===== src/rtl/dmbc_pkg.sv =====
package dmbc_pkg;
    localparam int NUM_BANKS = 4;
    localparam int BA_W      = 2;
    localparam int DQ_W      = 32;
    localparam int MASK_W    = 4;
    localparam int CNT_W     = 8;

    // clock and analog-free timing, times in ns
    localparam int CLK_NS    = 20;
    localparam int T_RP_NS   = 40;
    localparam int T_RCD_NS  = 40;
    localparam int T_WR_NS   = 30;
    localparam int T_XSNR_NS = 200;
    localparam int RP_CYC    = (T_RP_NS + CLK_NS - 1) / CLK_NS;
    localparam int RCD_CYC   = (T_RCD_NS + CLK_NS - 1) / CLK_NS;
    localparam int WR_CYC    = (T_WR_NS + CLK_NS - 1) / CLK_NS;
    localparam int XSNR_CYC  = (T_XSNR_NS + CLK_NS - 1) / CLK_NS;

    // latencies and burst in clocks
    localparam int WRITE_LATENCY = 3;
    localparam int READ_LATENCY  = 7;
    localparam int BURST_LENGTH  = 4;
    localparam int BL2           = BURST_LENGTH / 2;
    localparam int WAP_TO_RD     = WRITE_LATENCY + BL2 + WR_CYC;
    localparam int RAP_TO_WR     = READ_LATENCY + BL2 + 1 - WRITE_LATENCY + 1;
    localparam int AP_TO_ACTPRE  = 1;
    localparam int RD_PIPE       = READ_LATENCY + BL2;
    localparam int WR_PIPE       = WRITE_LATENCY + BL2;

    typedef enum logic [2:0] {
        CMD_NOP = 3'h0,
        CMD_ACT = 3'h1,
        CMD_RD  = 3'h2,
        CMD_WR  = 3'h3,
        CMD_PRE = 3'h4,
        CMD_REF = 3'h5,
        CMD_LMR = 3'h6,
        CMD_DTD = 3'h7
    } dmbc_cmd_t;

    typedef enum logic [2:0] {
        BK_IDLE = 3'h0,
        BK_ACTG = 3'h1,
        BK_ACT  = 3'h2,
        BK_RD   = 3'h3,
        BK_WR   = 3'h4,
        BK_RDAP = 3'h5,
        BK_WRAP = 3'h6,
        BK_PRE  = 3'h7
    } dmbc_bank_t;

    function automatic dmbc_cmd_t dmbc_decode(input logic cs_n,
        input logic ras_n, input logic cas_n, input logic we_n);
        dmbc_cmd_t c;
        c = CMD_NOP;
        if (ras_n && !cas_n && we_n && cs_n)
            c = CMD_DTD;
        else if (!cs_n) begin
            case ({ras_n, cas_n, we_n})
                3'h3:    c = CMD_ACT;
                3'h5:    c = CMD_RD;
                3'h4:    c = CMD_WR;
                3'h2:    c = CMD_PRE;
                3'h1:    c = CMD_REF;
                3'h0:    c = CMD_LMR;
                default: c = CMD_NOP;
            endcase
        end
        return c;
    endfunction

    // bank m's own state decides; other banks never block
    function automatic logic dmbc_legal(input dmbc_bank_t st,
        input dmbc_cmd_t c);
        logic ok;
        ok = 1'b0;
        case (c)
            CMD_ACT:         ok = (st == BK_IDLE);
            CMD_RD, CMD_WR,
            CMD_PRE:         ok = (st == BK_ACT) || (st == BK_RD)
                                  || (st == BK_WR);
            default:         ok = 1'b0;
        endcase
        return ok;
    endfunction

    // returns {state, count}; count holds cycles left minus one
    function automatic logic [CNT_W+2:0] dmbc_bk_step(input dmbc_bank_t st,
        input logic [CNT_W-1:0] cnt, input logic hit, input dmbc_cmd_t c,
        input logic ap);
        dmbc_bank_t ns;
        logic [CNT_W-1:0] nc;
        ns = st;
        nc = cnt;
        if (hit) begin
            case (c)
                CMD_ACT: begin
                    ns = BK_ACTG;
                    nc = CNT_W'(RCD_CYC - 1);
                end
                CMD_RD: begin
                    ns = ap ? BK_RDAP : BK_RD;
                    nc = ap ? CNT_W'(BL2 - 1) : CNT_W'(RD_PIPE - 1);
                end
                CMD_WR: begin
                    ns = ap ? BK_WRAP : BK_WR;
                    nc = ap ? CNT_W'(WR_PIPE + WR_CYC - 1)
                            : CNT_W'(WR_PIPE - 1);
                end
                default: begin
                    ns = BK_PRE;
                    nc = CNT_W'(RP_CYC - 1);
                end
            endcase
        end else if (cnt != '0)
            nc = cnt - 1'b1;
        else begin
            case (st)
                BK_ACTG, BK_RD, BK_WR: ns = BK_ACT;
                BK_RDAP, BK_WRAP: begin
                    ns = BK_PRE;
                    nc = CNT_W'(RP_CYC - 1);
                end
                BK_PRE:  ns = BK_IDLE;
                default: ns = st;
            endcase
        end
        return {ns, nc};
    endfunction
endpackage


===== src/rtl/dmbc_if.sv =====
`timescale 1ns/1ns
interface dmbc_if;
    import dmbc_pkg::*;
    logic              cke;
    logic              cs_n;
    logic              ras_n;
    logic              cas_n;
    logic              we_n;
    logic [BA_W-1:0]   ba;
    logic              ap;
    logic [DQ_W-1:0]   wdq;
    logic [MASK_W-1:0] byte_mask_lane;
    logic              wvalid;
    logic [DQ_W-1:0]   rdq;
    logic              rvalid;

    modport ctrl (output cke, cs_n, ras_n, cas_n, we_n, ba, ap, wdq,
                  byte_mask_lane, wvalid, input rdq, rvalid);
    modport dram (input cke, cs_n, ras_n, cas_n, we_n, ba, ap, wdq,
                  byte_mask_lane, wvalid, output rdq, rvalid);
endinterface


===== src/rtl/dmbc_ctrl_end.sv =====
`timescale 1ns/1ns
// Function
// - command codes from select and strobe pins
// - nop and deselect let operations continue
// - idle other bank: bank m's own state decides
// - busy other bank still allows bank m commands
// - rules valid only with clock gate high
// - idle means precharged and precharge time met
// - row active after activate-to-column delay elapsed
// - read autoprecharge: precharge at earliest legal point
// - write autoprecharge: precharge after write recovery
// - other banks usable, avoid data bus collisions
// - write autoprecharge to read: latency+burst+recovery
// - half burst between same-direction accesses
// - read autoprecharge to write: turnaround delay
// - one clock before precharge or activate
// - refresh and mode load need all idle
// - never issue unlisted command combinations
// - mask leftover write data when reading
module dmbc_ctrl_end
    import dmbc_pkg::*;
#(
    parameter int NB = NUM_BANKS
) (
    input  wire logic              i_mclk,
    input  wire logic              i_rst_n,
    dmbc_if.ctrl                   bus,
    input  wire logic              i_cmd_valid,
    input  wire dmbc_cmd_t         i_cmd,
    input  wire logic [BA_W-1:0]   i_bank,
    input  wire logic              i_ap,
    input  wire logic [DQ_W-1:0]   i_wr_data,
    input  wire logic [MASK_W-1:0] i_wr_mask,
    output logic                   o_cmd_done,
    output logic                   o_rd_valid,
    output logic      [DQ_W-1:0]   o_rd_data,
    output logic      [NB-1:0]     o_bank_idle
);
    dmbc_bank_t       st_reg  [NB];
    logic [CNT_W-1:0] cnt_reg [NB];
    logic [NB-1:0]    idle;
    logic [NB-1:0]    sel;
    logic [NB-1:0]    hit;
    logic             cke_prev_reg;
    logic [CNT_W-1:0] since_wap_reg;
    logic [CNT_W-1:0] since_rap_reg;
    logic [CNT_W-1:0] since_wr_reg;
    logic [CNT_W-1:0] since_rd_reg;
    logic [WR_PIPE-1:0] wr_sh_reg;
    logic             mask_rest_reg;
    logic             bank_cmd;
    logic             state_ok;
    logic             time_ok;
    logic             issue;
    logic             is_rd;
    logic             is_wr;

    assign bank_cmd = (i_cmd == CMD_ACT) || (i_cmd == CMD_RD)
                      || (i_cmd == CMD_WR) || (i_cmd == CMD_PRE);
    assign is_rd    = issue && i_cmd == CMD_RD;
    assign is_wr    = issue && i_cmd == CMD_WR;

    genvar g;
    generate
        for (g = 0; g < NB; g++) begin : g_bank
            assign idle[g] = (st_reg[g] == BK_IDLE) && (cnt_reg[g] == '0);
            assign sel[g]  = (i_bank == BA_W'(g))
                             && dmbc_legal(st_reg[g], i_cmd);
            assign hit[g]  = issue && bank_cmd && (i_bank == BA_W'(g));
            always_ff @(posedge i_mclk or negedge i_rst_n) begin
                if (!i_rst_n) begin
                    st_reg[g]  <= BK_IDLE;
                    cnt_reg[g] <= '0;
                end else
                    {st_reg[g], cnt_reg[g]} <= dmbc_bk_step(st_reg[g],
                        cnt_reg[g], hit[g], i_cmd, i_ap);
            end
        end
    endgenerate

    always_comb begin
        state_ok = 1'b0;
        case (i_cmd)
            CMD_ACT, CMD_RD, CMD_WR,
            CMD_PRE:          state_ok = |sel;
            CMD_REF, CMD_LMR: state_ok = &idle;
            CMD_DTD:          state_ok = 1'b1;
            default:          state_ok = 1'b0;
        endcase
    end

    // reads and writes use the same bounds after plain accesses to keep the bus clean, except a read after a plain write waits only BL2
    always_comb begin
        time_ok = 1'b1;
        case (i_cmd)
            CMD_RD: time_ok = (since_wap_reg >= CNT_W'(WAP_TO_RD))
                && (since_rap_reg >= CNT_W'(BL2))
                && (since_rd_reg >= CNT_W'(BL2))
                && (since_wr_reg >= CNT_W'(BL2));
            CMD_WR: time_ok = (since_wap_reg >= CNT_W'(BL2))
                && (since_rap_reg >= CNT_W'(RAP_TO_WR))
                && (since_rd_reg >= CNT_W'(RAP_TO_WR))
                && (since_wr_reg >= CNT_W'(BL2));
            CMD_ACT, CMD_PRE:
                time_ok = (since_wap_reg >= CNT_W'(AP_TO_ACTPRE))
                    && (since_rap_reg >= CNT_W'(AP_TO_ACTPRE));
            default: time_ok = 1'b1;
        endcase
    end

    // done pulse blocks a second issue of the same held request
    assign issue = i_cmd_valid && !o_cmd_done && cke_prev_reg
                   && state_ok && time_ok;

    always_ff @(posedge i_mclk or negedge i_rst_n) begin
        if (!i_rst_n) begin
            bus.cke      <= 1'b0;
            cke_prev_reg <= 1'b0;
        end else begin
            bus.cke      <= 1'b1;
            cke_prev_reg <= bus.cke;
        end
    end

    always_ff @(posedge i_mclk or negedge i_rst_n) begin
        if (!i_rst_n) begin
            bus.cs_n   <= 1'b1;
            bus.ras_n  <= 1'b1;
            bus.cas_n  <= 1'b1;
            bus.we_n   <= 1'b1;
            bus.ba     <= '0;
            bus.ap     <= 1'b0;
            o_cmd_done <= 1'b0;
        end else begin
            o_cmd_done <= issue;
            bus.ba     <= i_bank;
            bus.ap     <= i_ap;
            bus.cs_n   <= 1'b1;
            bus.ras_n  <= 1'b1;
            bus.cas_n  <= 1'b1;
            bus.we_n   <= 1'b1;
            if (issue) begin
                bus.cs_n <= 1'b0;
                case (i_cmd)
                    CMD_ACT: {bus.ras_n, bus.cas_n, bus.we_n} <= 3'h3;
                    CMD_RD:  {bus.ras_n, bus.cas_n, bus.we_n} <= 3'h5;
                    CMD_WR:  {bus.ras_n, bus.cas_n, bus.we_n} <= 3'h4;
                    CMD_PRE: {bus.ras_n, bus.cas_n, bus.we_n} <= 3'h2;
                    CMD_REF: {bus.ras_n, bus.cas_n, bus.we_n} <= 3'h1;
                    CMD_LMR: {bus.ras_n, bus.cas_n, bus.we_n} <= 3'h0;
                    CMD_DTD: begin
                        bus.cs_n <= 1'b1;
                        {bus.ras_n, bus.cas_n, bus.we_n} <= 3'h5;
                    end
                    default: bus.cs_n <= 1'b1;
                endcase
            end
        end
    end

    // saturating ages of the last access of each kind
    always_ff @(posedge i_mclk or negedge i_rst_n) begin
        if (!i_rst_n) begin
            since_wap_reg <= '1;
            since_rap_reg <= '1;
            since_wr_reg  <= '1;
            since_rd_reg  <= '1;
        end else begin
            since_wap_reg <= (is_wr && i_ap) ? '0 : since_wap_reg
                + CNT_W'(since_wap_reg != '1);
            since_rap_reg <= (is_rd && i_ap) ? '0 : since_rap_reg
                + CNT_W'(since_rap_reg != '1);
            since_wr_reg  <= (is_wr && !i_ap) ? '0 : since_wr_reg
                + CNT_W'(since_wr_reg != '1);
            since_rd_reg  <= (is_rd && !i_ap) ? '0 : since_rd_reg
                + CNT_W'(since_rd_reg != '1);
        end
    end

    // write beats follow write_latency; a read cuts the tail by masking
    always_ff @(posedge i_mclk or negedge i_rst_n) begin
        if (!i_rst_n) begin
            wr_sh_reg          <= '0;
            mask_rest_reg      <= 1'b0;
            bus.wvalid         <= 1'b0;
            bus.wdq            <= '0;
            bus.byte_mask_lane <= '0;
        end else begin
            wr_sh_reg  <= {wr_sh_reg[WR_PIPE-2:0], is_wr};
            if (is_rd && |wr_sh_reg)
                mask_rest_reg <= 1'b1;
            else if (!(|wr_sh_reg))
                mask_rest_reg <= 1'b0;
            bus.wvalid <= |wr_sh_reg[WRITE_LATENCY-2 +: BL2];
            bus.wdq    <= i_wr_data;
            bus.byte_mask_lane <= (mask_rest_reg || (is_rd && |wr_sh_reg))
                ? '1 : i_wr_mask;
        end
    end

    always_ff @(posedge i_mclk or negedge i_rst_n) begin
        if (!i_rst_n) begin
            o_rd_valid  <= 1'b0;
            o_rd_data   <= '0;
            o_bank_idle <= '1;
        end else begin
            o_rd_valid  <= bus.rvalid;
            o_rd_data   <= bus.rdq;
            o_bank_idle <= idle;
        end
    end
endmodule


===== src/flat_wrapper.sv =====
// flat-port wrapper written by rule: the top's interface ports become plain ports
module dmbc_ctrl_end_flat import dmbc_pkg::*;
#(
    parameter int NB = NUM_BANKS
)
  (i_mclk, i_rst_n, i_cmd_valid, i_cmd, i_bank, i_ap, i_wr_data, i_wr_mask, o_cmd_done, o_rd_valid, o_rd_data, o_bank_idle, bus_cke, bus_cs_n, bus_ras_n, bus_cas_n, bus_we_n, bus_ba, bus_ap, bus_wdq, bus_byte_mask_lane, bus_wvalid, bus_rdq, bus_rvalid);
  dmbc_if bus_i ();
  input  wire logic i_mclk;
  input  wire logic i_rst_n;
  input  wire logic i_cmd_valid;
  input  wire dmbc_cmd_t i_cmd;
  input  wire logic [BA_W-1:0] i_bank;
  input  wire logic i_ap;
  input  wire logic [DQ_W-1:0] i_wr_data;
  input  wire logic [MASK_W-1:0] i_wr_mask;
  output logic o_cmd_done;
  output logic o_rd_valid;
  output logic      [DQ_W-1:0] o_rd_data;
  output logic      [NB-1:0] o_bank_idle;
  output wire logic [$bits(bus_i.cke)-1:0] bus_cke;
  output wire logic [$bits(bus_i.cs_n)-1:0] bus_cs_n;
  output wire logic [$bits(bus_i.ras_n)-1:0] bus_ras_n;
  output wire logic [$bits(bus_i.cas_n)-1:0] bus_cas_n;
  output wire logic [$bits(bus_i.we_n)-1:0] bus_we_n;
  output wire logic [$bits(bus_i.ba)-1:0] bus_ba;
  output wire logic [$bits(bus_i.ap)-1:0] bus_ap;
  output wire logic [$bits(bus_i.wdq)-1:0] bus_wdq;
  output wire logic [$bits(bus_i.byte_mask_lane)-1:0] bus_byte_mask_lane;
  output wire logic [$bits(bus_i.wvalid)-1:0] bus_wvalid;
  input wire logic [$bits(bus_i.rdq)-1:0] bus_rdq;
  input wire logic [$bits(bus_i.rvalid)-1:0] bus_rvalid;
  assign bus_cke = bus_i.cke;
  assign bus_cs_n = bus_i.cs_n;
  assign bus_ras_n = bus_i.ras_n;
  assign bus_cas_n = bus_i.cas_n;
  assign bus_we_n = bus_i.we_n;
  assign bus_ba = bus_i.ba;
  assign bus_ap = bus_i.ap;
  assign bus_wdq = bus_i.wdq;
  assign bus_byte_mask_lane = bus_i.byte_mask_lane;
  assign bus_wvalid = bus_i.wvalid;
  assign bus_i.rdq = bus_rdq;
  assign bus_i.rvalid = bus_rvalid;
  dmbc_ctrl_end #(.NB(NB)) u_core (.i_mclk(i_mclk), .i_rst_n(i_rst_n), .bus(bus_i), .i_cmd_valid(i_cmd_valid), .i_cmd(i_cmd), .i_bank(i_bank), .i_ap(i_ap), .i_wr_data(i_wr_data), .i_wr_mask(i_wr_mask), .o_cmd_done(o_cmd_done), .o_rd_valid(o_rd_valid), .o_rd_data(o_rd_data), .o_bank_idle(o_bank_idle));
endmodule

===== config.mk =====
export PLATFORM = sky130hd
export DESIGN_NAME = dmbc_ctrl_end_flat
export DESIGN_NICKNAME = d
export VERILOG_FILES = /design/src/rtl/dmbc_pkg.sv /design/src/rtl/dmbc_if.sv /design/src/rtl/dmbc_ctrl_end.sv /design/src/flat_wrapper.sv
export SDC_FILE = /design/constraint.sdc
export NUM_CORES = 1
export LEC_CHECK = 0
export BUFFER_PORTS_ARGS = -buffer_cell sky130_fd_sc_hd__buf_2
export CORE_ASPECT_RATIO = 0.75
export CORE_MARGIN = 3
export CORE_UTILIZATION = 35
export CTS_CLUSTER_DIAMETER = 200
export DETAILED_ROUTE_END_ITERATION = 8
export GPL_ROUTABILITY_DRIVEN = 0
export PLACE_DENSITY = 0.58
export SYNTH_ARGS = -nofsm -noshare
export SYNTH_HDL_FRONTEND = slang
export SYNTH_SLANG_ARGS = --single-unit

===== constraint.sdc =====
create_clock -name i_mclk -period 3.06 [get_ports i_mclk]
set_clock_uncertainty 0.2 [all_clocks]
set_input_delay 0.153 -clock i_mclk [delete_from_list [all_inputs] [get_ports i_mclk]]
set_output_delay 0.153 -clock i_mclk [all_outputs]
set_load 0.01 [all_outputs]

==> run_results.csv, run 1 <==
group,metric,value,unit
logic_synthesis,synth_seq_cells,166,
final_layout,antennaDiodeCount,0,
timing,drv_slew,0,
floorplan,core_area,19400,sq um
final_layout,layout-drive-gt1-share,32.7,%
logic_synthesis,synth_flop_cell,"dfrtp_1",
final_layout,final_common_cell,"buf_2",
clock_tree,clock_path_buffers,2,
route,routedWlPerCell,15.5,um
logic_synthesis,synthArstFlopShare,100,%
logic_synthesis,synthesis.area,6970,sq um
place,dp_worst_setup_slack,0.0275,ns
grt,grt_usage,16.9,%
setup_path,worstSetupEndpointType,"flip-flop",
logic_synthesis,ys_seq_area_share,60.3,%
route,drc,0,
job,cap_viol_max_count,0,
logic_synthesis,avgSynthCellArea,11.5,sq um
clock_tree,clockRootBuffer,"clkbuf_16",
worst_hold_path,hp-class,"in -> reg",
power,power,7.81,mW
logic_synthesis,ys_types,68,
place,hpwl,12000,um
timing,rsz0062_at_grt,"yes",
setup_path,required,3.17,ns
route,drt_pass1_iterations,5,
power,p_leak,4.52,nW
grt,grt_pass1_wl,29200,um
route,num_vias,5526,
timing,whs,0.106,ns
grt,grt_max_degree,74,
logic_synthesis,synth-edff-count,0,
setup_path,critPathKind,"reg -> reg",
timing,period_share,98.5,%
setup_path,arrival,3.12,ns
final_layout,synthToLayoutAreaGrowth,40.4,%
power,vdd_drop_max,0.369,mV
clock_tree,cts_sinks,166,
setup_path,path_max_fanout,7,
timing,tightest_slew,0.797,ns
setup_path,r2r_slack,0.05,ns
clock_tree,clk_pin_slew,0.07,ns
timing,max_clock_freq,0.332,GHz
timing,max-slew-margin-rel,46.5,%
clock_tree,cts_tree,"done",
floorplan,die_h,128,um
final_layout,stdcell_count,1155,
clock_tree,clk_latency,0.43,ns
route,vias_per_cell,4.78,
floorplan,ios,161,
logic_synthesis,synth_fp_nets,703,
grt,grt-ovfl-total,0,
floorplan,dieArea,21700,sq um
logic_synthesis,syn_inst,609,
final_layout,fin_nets,983,
grt,antenna_found_initial,0,
timing,final_hold_viol_count,0,
setup_path,critPathLaunchType,"flip-flop",
clock_tree,cts_buffers,17,
status,status,"finished clean",
timing,tns,0,ns
grt,grt_pass1_vias,5758,
power,powerDensity,798,nW/um^2
final_layout,layout_common_cells,"buf_2, dfrtp_1, dlygate4sd3_1, nor2_1, nand2_1",
final_layout,fin_util,50.4,%
final_layout,fill_cells,1706,
route,drtAntennaViolNets,0,
place,io_buffers,160,
clock_tree,htree_levels,4,
route,wl,17800,um
floorplan,initial_utilization,35.9,%
place,placed_cells_incl_taps,1042,
place,dpl_cell_area,8310,sq um
floorplan,fp.dieW,169,um
timing,setup_viol,0,
floorplan,num_rows,44,
timing,final.setup.worst_slack,0.0468,ns
route,drt_iter0_markers,249,
timing,fin_crit,3.01,ns
logic_synthesis,yosys_warnings,0,
final_layout,final_area,9790,sq um
where the power goes:
part / switching [mW] / internal, mW / leakage (nW) / total, mW
Sequential: 0.586 / 2.93 / 1.91 / 3.52
Combinational: 1.06 / 1.07 / 2.32 / 2.13
Clock: 1.05 / 1.11 / 0.297 / 2.16
critical path, stage by stage (launching register included):
cell      delay (ns)
dfrtp_1         0.38
or4_4           0.53
or4b_4          0.53
nor4_4          0.21
a21boi_4        0.14
a31oi_4         0.27
buf_4           0.16
nand4b_4        0.17
mux2_2          0.31
layer usage:
metal / wire (um) / part of all wire, % / GRT usage (%)
met1: 8370 / 47 / 23.2
met2: 8040 / 45 / 26.3
met3: 1170 / 6.5 / 4.81
met4: 269 / 1.5 / 5.06
met5: 0 / 0 / 0
repair_timing:
action / CTS / global route
setup endpoints to repair: 0 / 72
endpoints found under the hold margin: 145 / 0
resized for setup: 0 / 13
hold buffers: 77 / 0
buffers inserted: 0 / 3
logic make-up (layout without fill, tap and decap cells):
logic type / Yosys count / in the layout / share of synthesized area (%)
DFF: 166 / 166 / 60.3
buffers and inverters: 34 / 326 / 2.15
xor gates and xnor gates: 48 / 48 / 6.03
and+or+nand+nor: 247 / 248 / 18.5
muxes: 19 / 19 / 2.83
other: 1 / 1 / 0.0538
adders and majority gates: 16 / 16 / 2.87
AOI/OAI and AO/OA: 78 / 78 / 7.30
synth_stat cells, types with 4 or more instances:
master	instances	area (sq um)
and2_1	8	50.1
mux2i_1	16	160
o21ai_0	15	75.1
o21ai_1	4	20.0
nand2_1	60	225
o22ai_1	5	31.3
nand3_1	24	120
nor2_1	61	229
dfrtp_1	126	3150
nand4_1	5	31.3
nor4_1	8	50.1
xor2_1	32	280
dfstp_2	40	1050
inv_1	18	67.6
clkbuf_1	9	33.8
or4_1	7	52.6
or3_1	8	50.1
nand2b_1	5	31.3
xnor2_1	16	140
ha_1	16	200
nor2b_1	6	37.5
nor3_1	20	100
a21oi_1	26	130
and3_1	14	87.6
cell type report:
type                       count  area, sq um  area share, %
clock buffer                  17          425           4.35
clock inverter                15          180           1.84
inverter                      18         67.6          0.690
multi-input combinational    410         2680           27.4
sequential                   166         4200           42.9
tap                          253          317           3.23
timing repair buffer         276         1910           19.6
worst paths after layout:
path                                                      from                                to  cells after the start
max in group asynchronous                              i_rst_n  u_core.since_wr_reg[5]$_DFF_PN1_                      3
worst min register to register   u_core.wr_sh_reg[1]$_DFF_PN0_     u_core.wr_sh_reg[2]$_DFF_PN0_                      0
worst max-delay path            u_core.cnt_reg[11]$_DFFE_PN0P_     u_core.cnt_reg[9]$_DFFE_PN0P_                      8
min in group asynchronous                              i_rst_n    u_core.cnt_reg[16]$_DFFE_PN0P_                      2
worst max register to register  u_core.cnt_reg[11]$_DFFE_PN0P_     u_core.cnt_reg[9]$_DFFE_PN0P_                      8
worst min-delay path                                  i_cmd[2]         u_core.bus.cs_n$_DFF_PN1_                      3
(Power assumes the default switching activity.)
==> inputs of run 2 (changes only) <==
--- a/config.mk
+++ b/config.mk
@@ -12,7 +12,7 @@
 export CTS_CLUSTER_DIAMETER = 200
 export DETAILED_ROUTE_END_ITERATION = 8
 export GPL_ROUTABILITY_DRIVEN = 0
-export PLACE_DENSITY = 0.58
+export PLACE_DENSITY = 0.69
 export SYNTH_ARGS = -nofsm -noshare
 export SYNTH_HDL_FRONTEND = slang
 export SYNTH_SLANG_ARGS = --single-unit
==> run 2 against run 1 <==
Wire length fell by 6.7%. Largest power group unchanged. Via count fell by 1.1%. Final cell count decreased by 0.69%. Flip-flop and latch count is the same. Maximum frequency is 1.3% lower. Critical endpoint is now u_core.cnt_reg[8]$_DFFE_PN0P_. Hold slack got worse by 0.084 ns.
==> run_results.csv, run 2 (synthesis results as in run 1) <==
group,metric,value,unit
timing,max-slew-margin-rel,48.4,%
route,vias_per_cell,4.77,
place,io_buffers,160,
job,cap_viol_max_count,0,
setup_path,path_cells,"or4_4 -> or4b_4 -> nor4_4 -> a21boi_4 -> a31oi_4 -> buf_4 -> nand4b_4 -> buf_4 -> mux2i_1",
power,p_leak,4.44,nW
clock_tree,htree_levels,4,
final_layout,final_common_cell,"buf_2",
status,status,"finished clean",
setup_path,critPathLaunchType,"flip-flop",
final_layout,synthToLayoutAreaGrowth,38.6,%
final_layout,final_area,9670,sq um
grt,grt_pass1_vias,5360,
route,drt_pass1_iterations,4,
timing,tightest_slew,0.767,ns
timing,final_hold_viol_count,0,
route,num_vias,5466,
grt,grt_pass1_wl,27300,um
floorplan,num_rows,44,
setup_path,arrival,3.12,ns
timing,setup_viol,0,
timing,fin_crit,3.05,ns
clock_tree,cts_buffers,17,
place,hpwl,11300,um
setup_path,crit_path_max_incr_delay,0.55,ns
grt,antenna_found_initial,0,
timing,period_share,99.7,%
route,routedWlPerCell,14.5,um
clock_tree,clock_path_buffers,2,
power,powerDensity,792,nW/um^2
setup_path,worst-path-buf-inv,2,
clock_tree,clk_latency,0.42,ns
setup_path,worstSetupEndpointType,"flip-flop",
timing,drv_slew,0,
setup_path,critPathTopFamily,"simple AND/OR/NAND/NOR gates",
grt,grt_max_degree,76,
clock_tree,clockRootBuffer,"clkbuf_16",
route,drt_iter0_markers,308,
clock_tree,cts_tree,"done",
power,vdd_drop_max,0.448,mV
floorplan,fp.dieW,169,um
floorplan,die_h,128,um
route,wl,16600,um
grt,grt_usage,15.8,%
clock_tree,clk_pin_slew,0.07,ns
setup_path,cp_slowest_cell,"or4b_4",
timing,max_clock_freq,0.328,GHz
final_layout,layout_common_cells,"buf_2, dfrtp_1, dlygate4sd3_1, nor2_1, nand2_1",
setup_path,path_max_fanout,4,
final_layout,fin_nets,975,
floorplan,dieArea,21700,sq um
final_layout,antennaDiodeCount,0,
route,drc,0,
floorplan,initial_utilization,35.9,%
timing,whs,0.0225,ns
clock_tree,cts_sinks,166,
floorplan,ios,161,
grt,grt-ovfl-total,0,
floorplan,core_area,19400,sq um
setup_path,required,3.13,ns
setup_path,cp_common_cell,"buf_4",
final_layout,layout-drive-gt1-share,32.0,%
place,dpl_cell_area,8240,sq um
setup_path,critPathKind,"reg -> reg",
route,drtAntennaViolNets,0,
worst_hold_path,hp-class,"in -> reg",
timing,rsz0062_at_grt,"yes",
## run 2: cell types whose count changed in the layout (fill, tap and decap cells not counted), sizes merged
| cell | delta |
|---|---|
| clkbuf | +3 |
| bufinv | +1 |
| clkinv | -1 |
| nand4 | -1 |
| inv | -3 |
| buf | -7 |
## run 2: final timing paths
path,endpoint,start,slack [ns],cells past startpoint
worst min register to register,u_core.wr_sh_reg[2]$_DFF_PN0_,u_core.wr_sh_reg[1]$_DFF_PN0_,0.17,0
max in group asynchronous,u_core.o_bank_idle[1]$_DFF_PN1_,i_rst_n,1.66,3
worst min-delay path,u_core.bus.ras_n$_DFF_PN1_,i_cmd[0],0.02,3
min in group asynchronous,u_core.cnt_reg[6]$_DFFE_PN0P_,i_rst_n,0.13,2
worst max-delay path,u_core.cnt_reg[8]$_DFFE_PN0P_,u_core.cnt_reg[13]$_DFFE_PN0P_,0.008,9
worst max register to register,u_core.cnt_reg[8]$_DFFE_PN0P_,u_core.cnt_reg[13]$_DFFE_PN0P_,0.008,9
## run 2: where the power goes
| part | total [mW] | internal [mW] | switching, mW |
|---|---|---|---|
| logic | 2.09 | 1.06 | 1.03 |
| registers | 3.52 | 2.94 | 0.580 |
| clock network | 2.05 | 1.16 | 0.893 |
| total | 7.66 | 5.16 | 2.51 |
## run 2: final cells by class
cell class	count	area (sq um)
Timing Repair Buffer	269	1850
Sequential cell	166	4200
Fill cell	1746	9760
Tap cell	253	317
Clock inverter	12	118
Clock buffer	20	447
Multi-Input combinational cell	409	2670
Inverter	18	67.6
## run 2: tightest hold or removal path, delay by kind of cell
family | cells | cell delay [ns]
compound gates | 1 | 0.11
simple gates | 1 | 0.16
buf+inv | 1 | 0.20
## run 2: routing by layer
layer  vias to the layer above  routed length, um  global-route usage, %
met5                         -                  0                      0
li1                       2644                  -                      -
met3                        17                919                   3.88
met1                      2660               7600                   21.0
met4                         0                229                   4.77
met2                       145               7900                   25.9
## run 2: through the flow
step / setup WS [ns] / instances / TNS [ns] / util (%) / power (mW)
2_1_floorplan: 0.0331 / 609 / 0 / - / 4.88
3_3_place_gp: -0.0238 / 1034 / -0.253 / 42.4 / 5.45
3_5_place_dp: -0.0658 / 1034 / -1.37 / 42.4 / 5.52
4_1_cts: -0.00334 / 1145 / -0.00334 / 49.4 / 7.69
5_1_grt: -0.0557 / 1147 / -0.488 / 49.8 / 8.22
6_report: 0.00830 / 1147 / 0 / 49.8 / 7.66
## run 2: repair_timing
action / in CTS / in global routing
hold buffers: 77 / 0
pin swaps: 0 / 9
endpoints found under the setup margin: 32 / 72
setup buffers: 2 / 2
hold endpoints to repair: 142 / 0
resized for setup: 4 / 11
==> inputs of run 3 (changes only) <==
--- a/config.mk
+++ b/config.mk
@@ -9,6 +9,7 @@
 export CORE_ASPECT_RATIO = 0.75
 export CORE_MARGIN = 3
 export CORE_UTILIZATION = 35
+export CTS_BUF_LIST = sky130_fd_sc_hd__clkbuf_2
 export CTS_CLUSTER_DIAMETER = 200
 export DETAILED_ROUTE_END_ITERATION = 8
 export GPL_ROUTABILITY_DRIVEN = 0
==> run 3 against run 2 <==
Die area unchanged. Largest power group unchanged. Utilization up 2.3 points. Worst setup slack better by 0.062 ns. Critical path type unchanged. Hold slack better by 0.17 ns. Count of clock-buffer cells in the layout down 1. Global-route usage up 1.5 points. Highest routed layer unchanged. Final area up 4.6%. Sequential power about the same. Sequential share of layout area down 1.9 points. Register-to-register slack better by 0.06 ns.
==> run_results.csv, run 3 (synthesis results as in run 1) <==
group,metric,value,unit
final_layout,antennaDiodeCount,0,
power,power,6.82,mW
timing,final_hold_viol_count,0,
final_layout,final_common_cell,"buf_2",
grt,met2_usage,29.7,%
grt,grt_use_met1,22.0,%
place,dpl_cell_area,8240,sq um
route,routedWlPerCell,14.8,um
clock_tree,clk_pin_slew,0.25,ns
final_layout,fin_nets,1053,
grt,grt_usage,17.3,%
grt,antenna_found_initial,0,
final_layout,fill_cells,1727,
route,drc,0,
route,drt_pass1_iterations,5,
timing,fin_crit,2.99,ns
clock_tree,cts_tree,"done",
power,powerDensity,675,nW/um^2
timing,drv_slew,0,
clock_tree,htree_levels,4,
worst_hold_path,hp-class,"reg -> reg",
final_layout,layout-drive-gt1-share,30.0,%
floorplan,core_area,19400,sq um
place,placed_cells_incl_taps,1034,
setup_path,worstSetupEndpointType,"flip-flop",
timing,setup_viol,0,
route,num_vias,5857,
power,p_leak,4.64,nW
clock_tree,cts_buffers,17,
timing,whs,0.196,ns
timing,max-slew-margin-rel,49.7,%
setup_path,critPathLaunchType,"flip-flop",
grt,grt_max_degree,68,
route,vias_per_cell,4.78,
job,cap_viol_max_count,0,
grt,grt_pass1_wl,29900,um
grt,busiest_layer,"met2",
power,vdd_drop_max,0.383,mV
floorplan,ios,161,
final_layout,fin_util,52.0,%
grt,grt_pass1_vias,5908,
status,status,"finished clean",
place,io_buffers,160,
setup_path,arrival,3.42,ns
final_layout,stdcell_count,1225,
clock_tree,cts_sinks,166,
place,hpwl,11300,um
clock_tree,clockRootBuffer,"clkbuf_2",
timing,tightest_slew,0.748,ns
clock_tree,clock_path_buffers,2,
setup_path,required,3.49,ns
final_layout,layout_common_cells,"buf_2, dlygate4sd3_1, dfrtp_1, nor2_1, nand2_1",
floorplan,die_h,128,um
setup_path,critPathKind,"reg -> reg",
final_layout,synthToLayoutAreaGrowth,45.0,%
timing,max_clock_freq,0.334,GHz
timing,rsz0062_at_grt,"yes",
timing,period_share,97.7,%
grt,grt-ovfl-total,0,
floorplan,initial_utilization,35.9,%
route,wl,18200,um
grt,grt.met3_usage,4.28,%
clock_tree,clk_latency,0.72,ns
route,drtAntennaViolNets,0,
route,drt_iter0_markers,328,
setup_path,path_max_fanout,4,
floorplan,dieArea,21700,sq um
floorplan,num_rows,44,
final_layout,final_area,10100,sq um
floorplan,fp.dieW,169,um
[run 3: cell count changes in the layout (fill, tap and decap cells not counted), sizes merged]
cell | previous run | this run
clkbuf | 20 | 19
buf | 192 | 195
dlygate4sd3 | 77 | 152
clkinv | 6 | 7
[run 3: power by group]
part	switching, mW	total, mW	internal, mW
Clock	0.807	1.12	0.314
Sequential	0.586	3.52	2.93
Combinational	1.06	2.18	1.13
[run 3: per-layer routing]
layer	share of wire, %	routed length [um]	vias to the layer above
li1	-	-	2802
met5	0	0	-
met4	1.4	248	0
met3	6.6	1200	19
met2	49	8970	183
met1	43	7770	2853
[run 3: critical path: stages, from the launching register on]
cell	delay, ns
dfrtp_1	0.43
or4_4	0.54
or4b_4	0.55
nor4_4	0.18
a21boi_2	0.14
a31oi_4	0.26
nand2_4	0.14
nor2_8	0.14
buf_4	0.15
mux2i_1	0.20
[run 3: layout make-up]
class | count | area, sq um | area share [%]
flip-flops and latches | 166 | 4200 | 41.6
multi-input cells | 409 | 2660 | 26.3
repair buffers | 347 | 2650 | 26.2
well taps | 253 | 317 | 3.13
clock inverters | 13 | 121 | 1.20
clock buffers | 19 | 95.1 | 0.940
inverters | 18 | 67.6 | 0.668
[run 3: worst paths after layout]
path | slack, ns | cells after the start | startpoint | endpoint
worst max-delay path | 0.07 | 9 | u_core.cnt_reg[13]$_DFFE_PN0P_ | u_core.st_reg[9]$_DFFE_PN0P_
worst min-delay path | 0.20 | 0 | u_core.wr_sh_reg[0]$_DFF_PN0_ | u_core.wr_sh_reg[1]$_DFF_PN0_
worst max register to register | 0.07 | 9 | u_core.cnt_reg[13]$_DFFE_PN0P_ | u_core.st_reg[9]$_DFFE_PN0P_
worst min register to register | 0.20 | 0 | u_core.wr_sh_reg[0]$_DFF_PN0_ | u_core.wr_sh_reg[1]$_DFF_PN0_
max in group asynchronous | 1.94 | 4 | i_rst_n | u_core.st_reg[6]$_DFFE_PN0P_
min in group asynchronous | 0.34 | 3 | i_rst_n | u_core.since_wr_reg[4]$_DFF_PN1_
[run 3: what timing repair did]
item,4_1_cts,5_1_grt
hold buffers,153,0
pin swaps,1,7
endpoints found under the setup margin,39,71
gates resized for setup,3,10
setup buffers,3,3
hold endpoints to repair,312,0
[run 3: stage by stage]
stage	worst slack (ns)	TNS, ns
floorplan	0.0331	0
global placement	-0.0238	-0.253
detailed placement	-0.0658	-1.37
CTS	-0.00634	-0.00634
global route	-0.0277	-0.0774
finish	0.0699	0
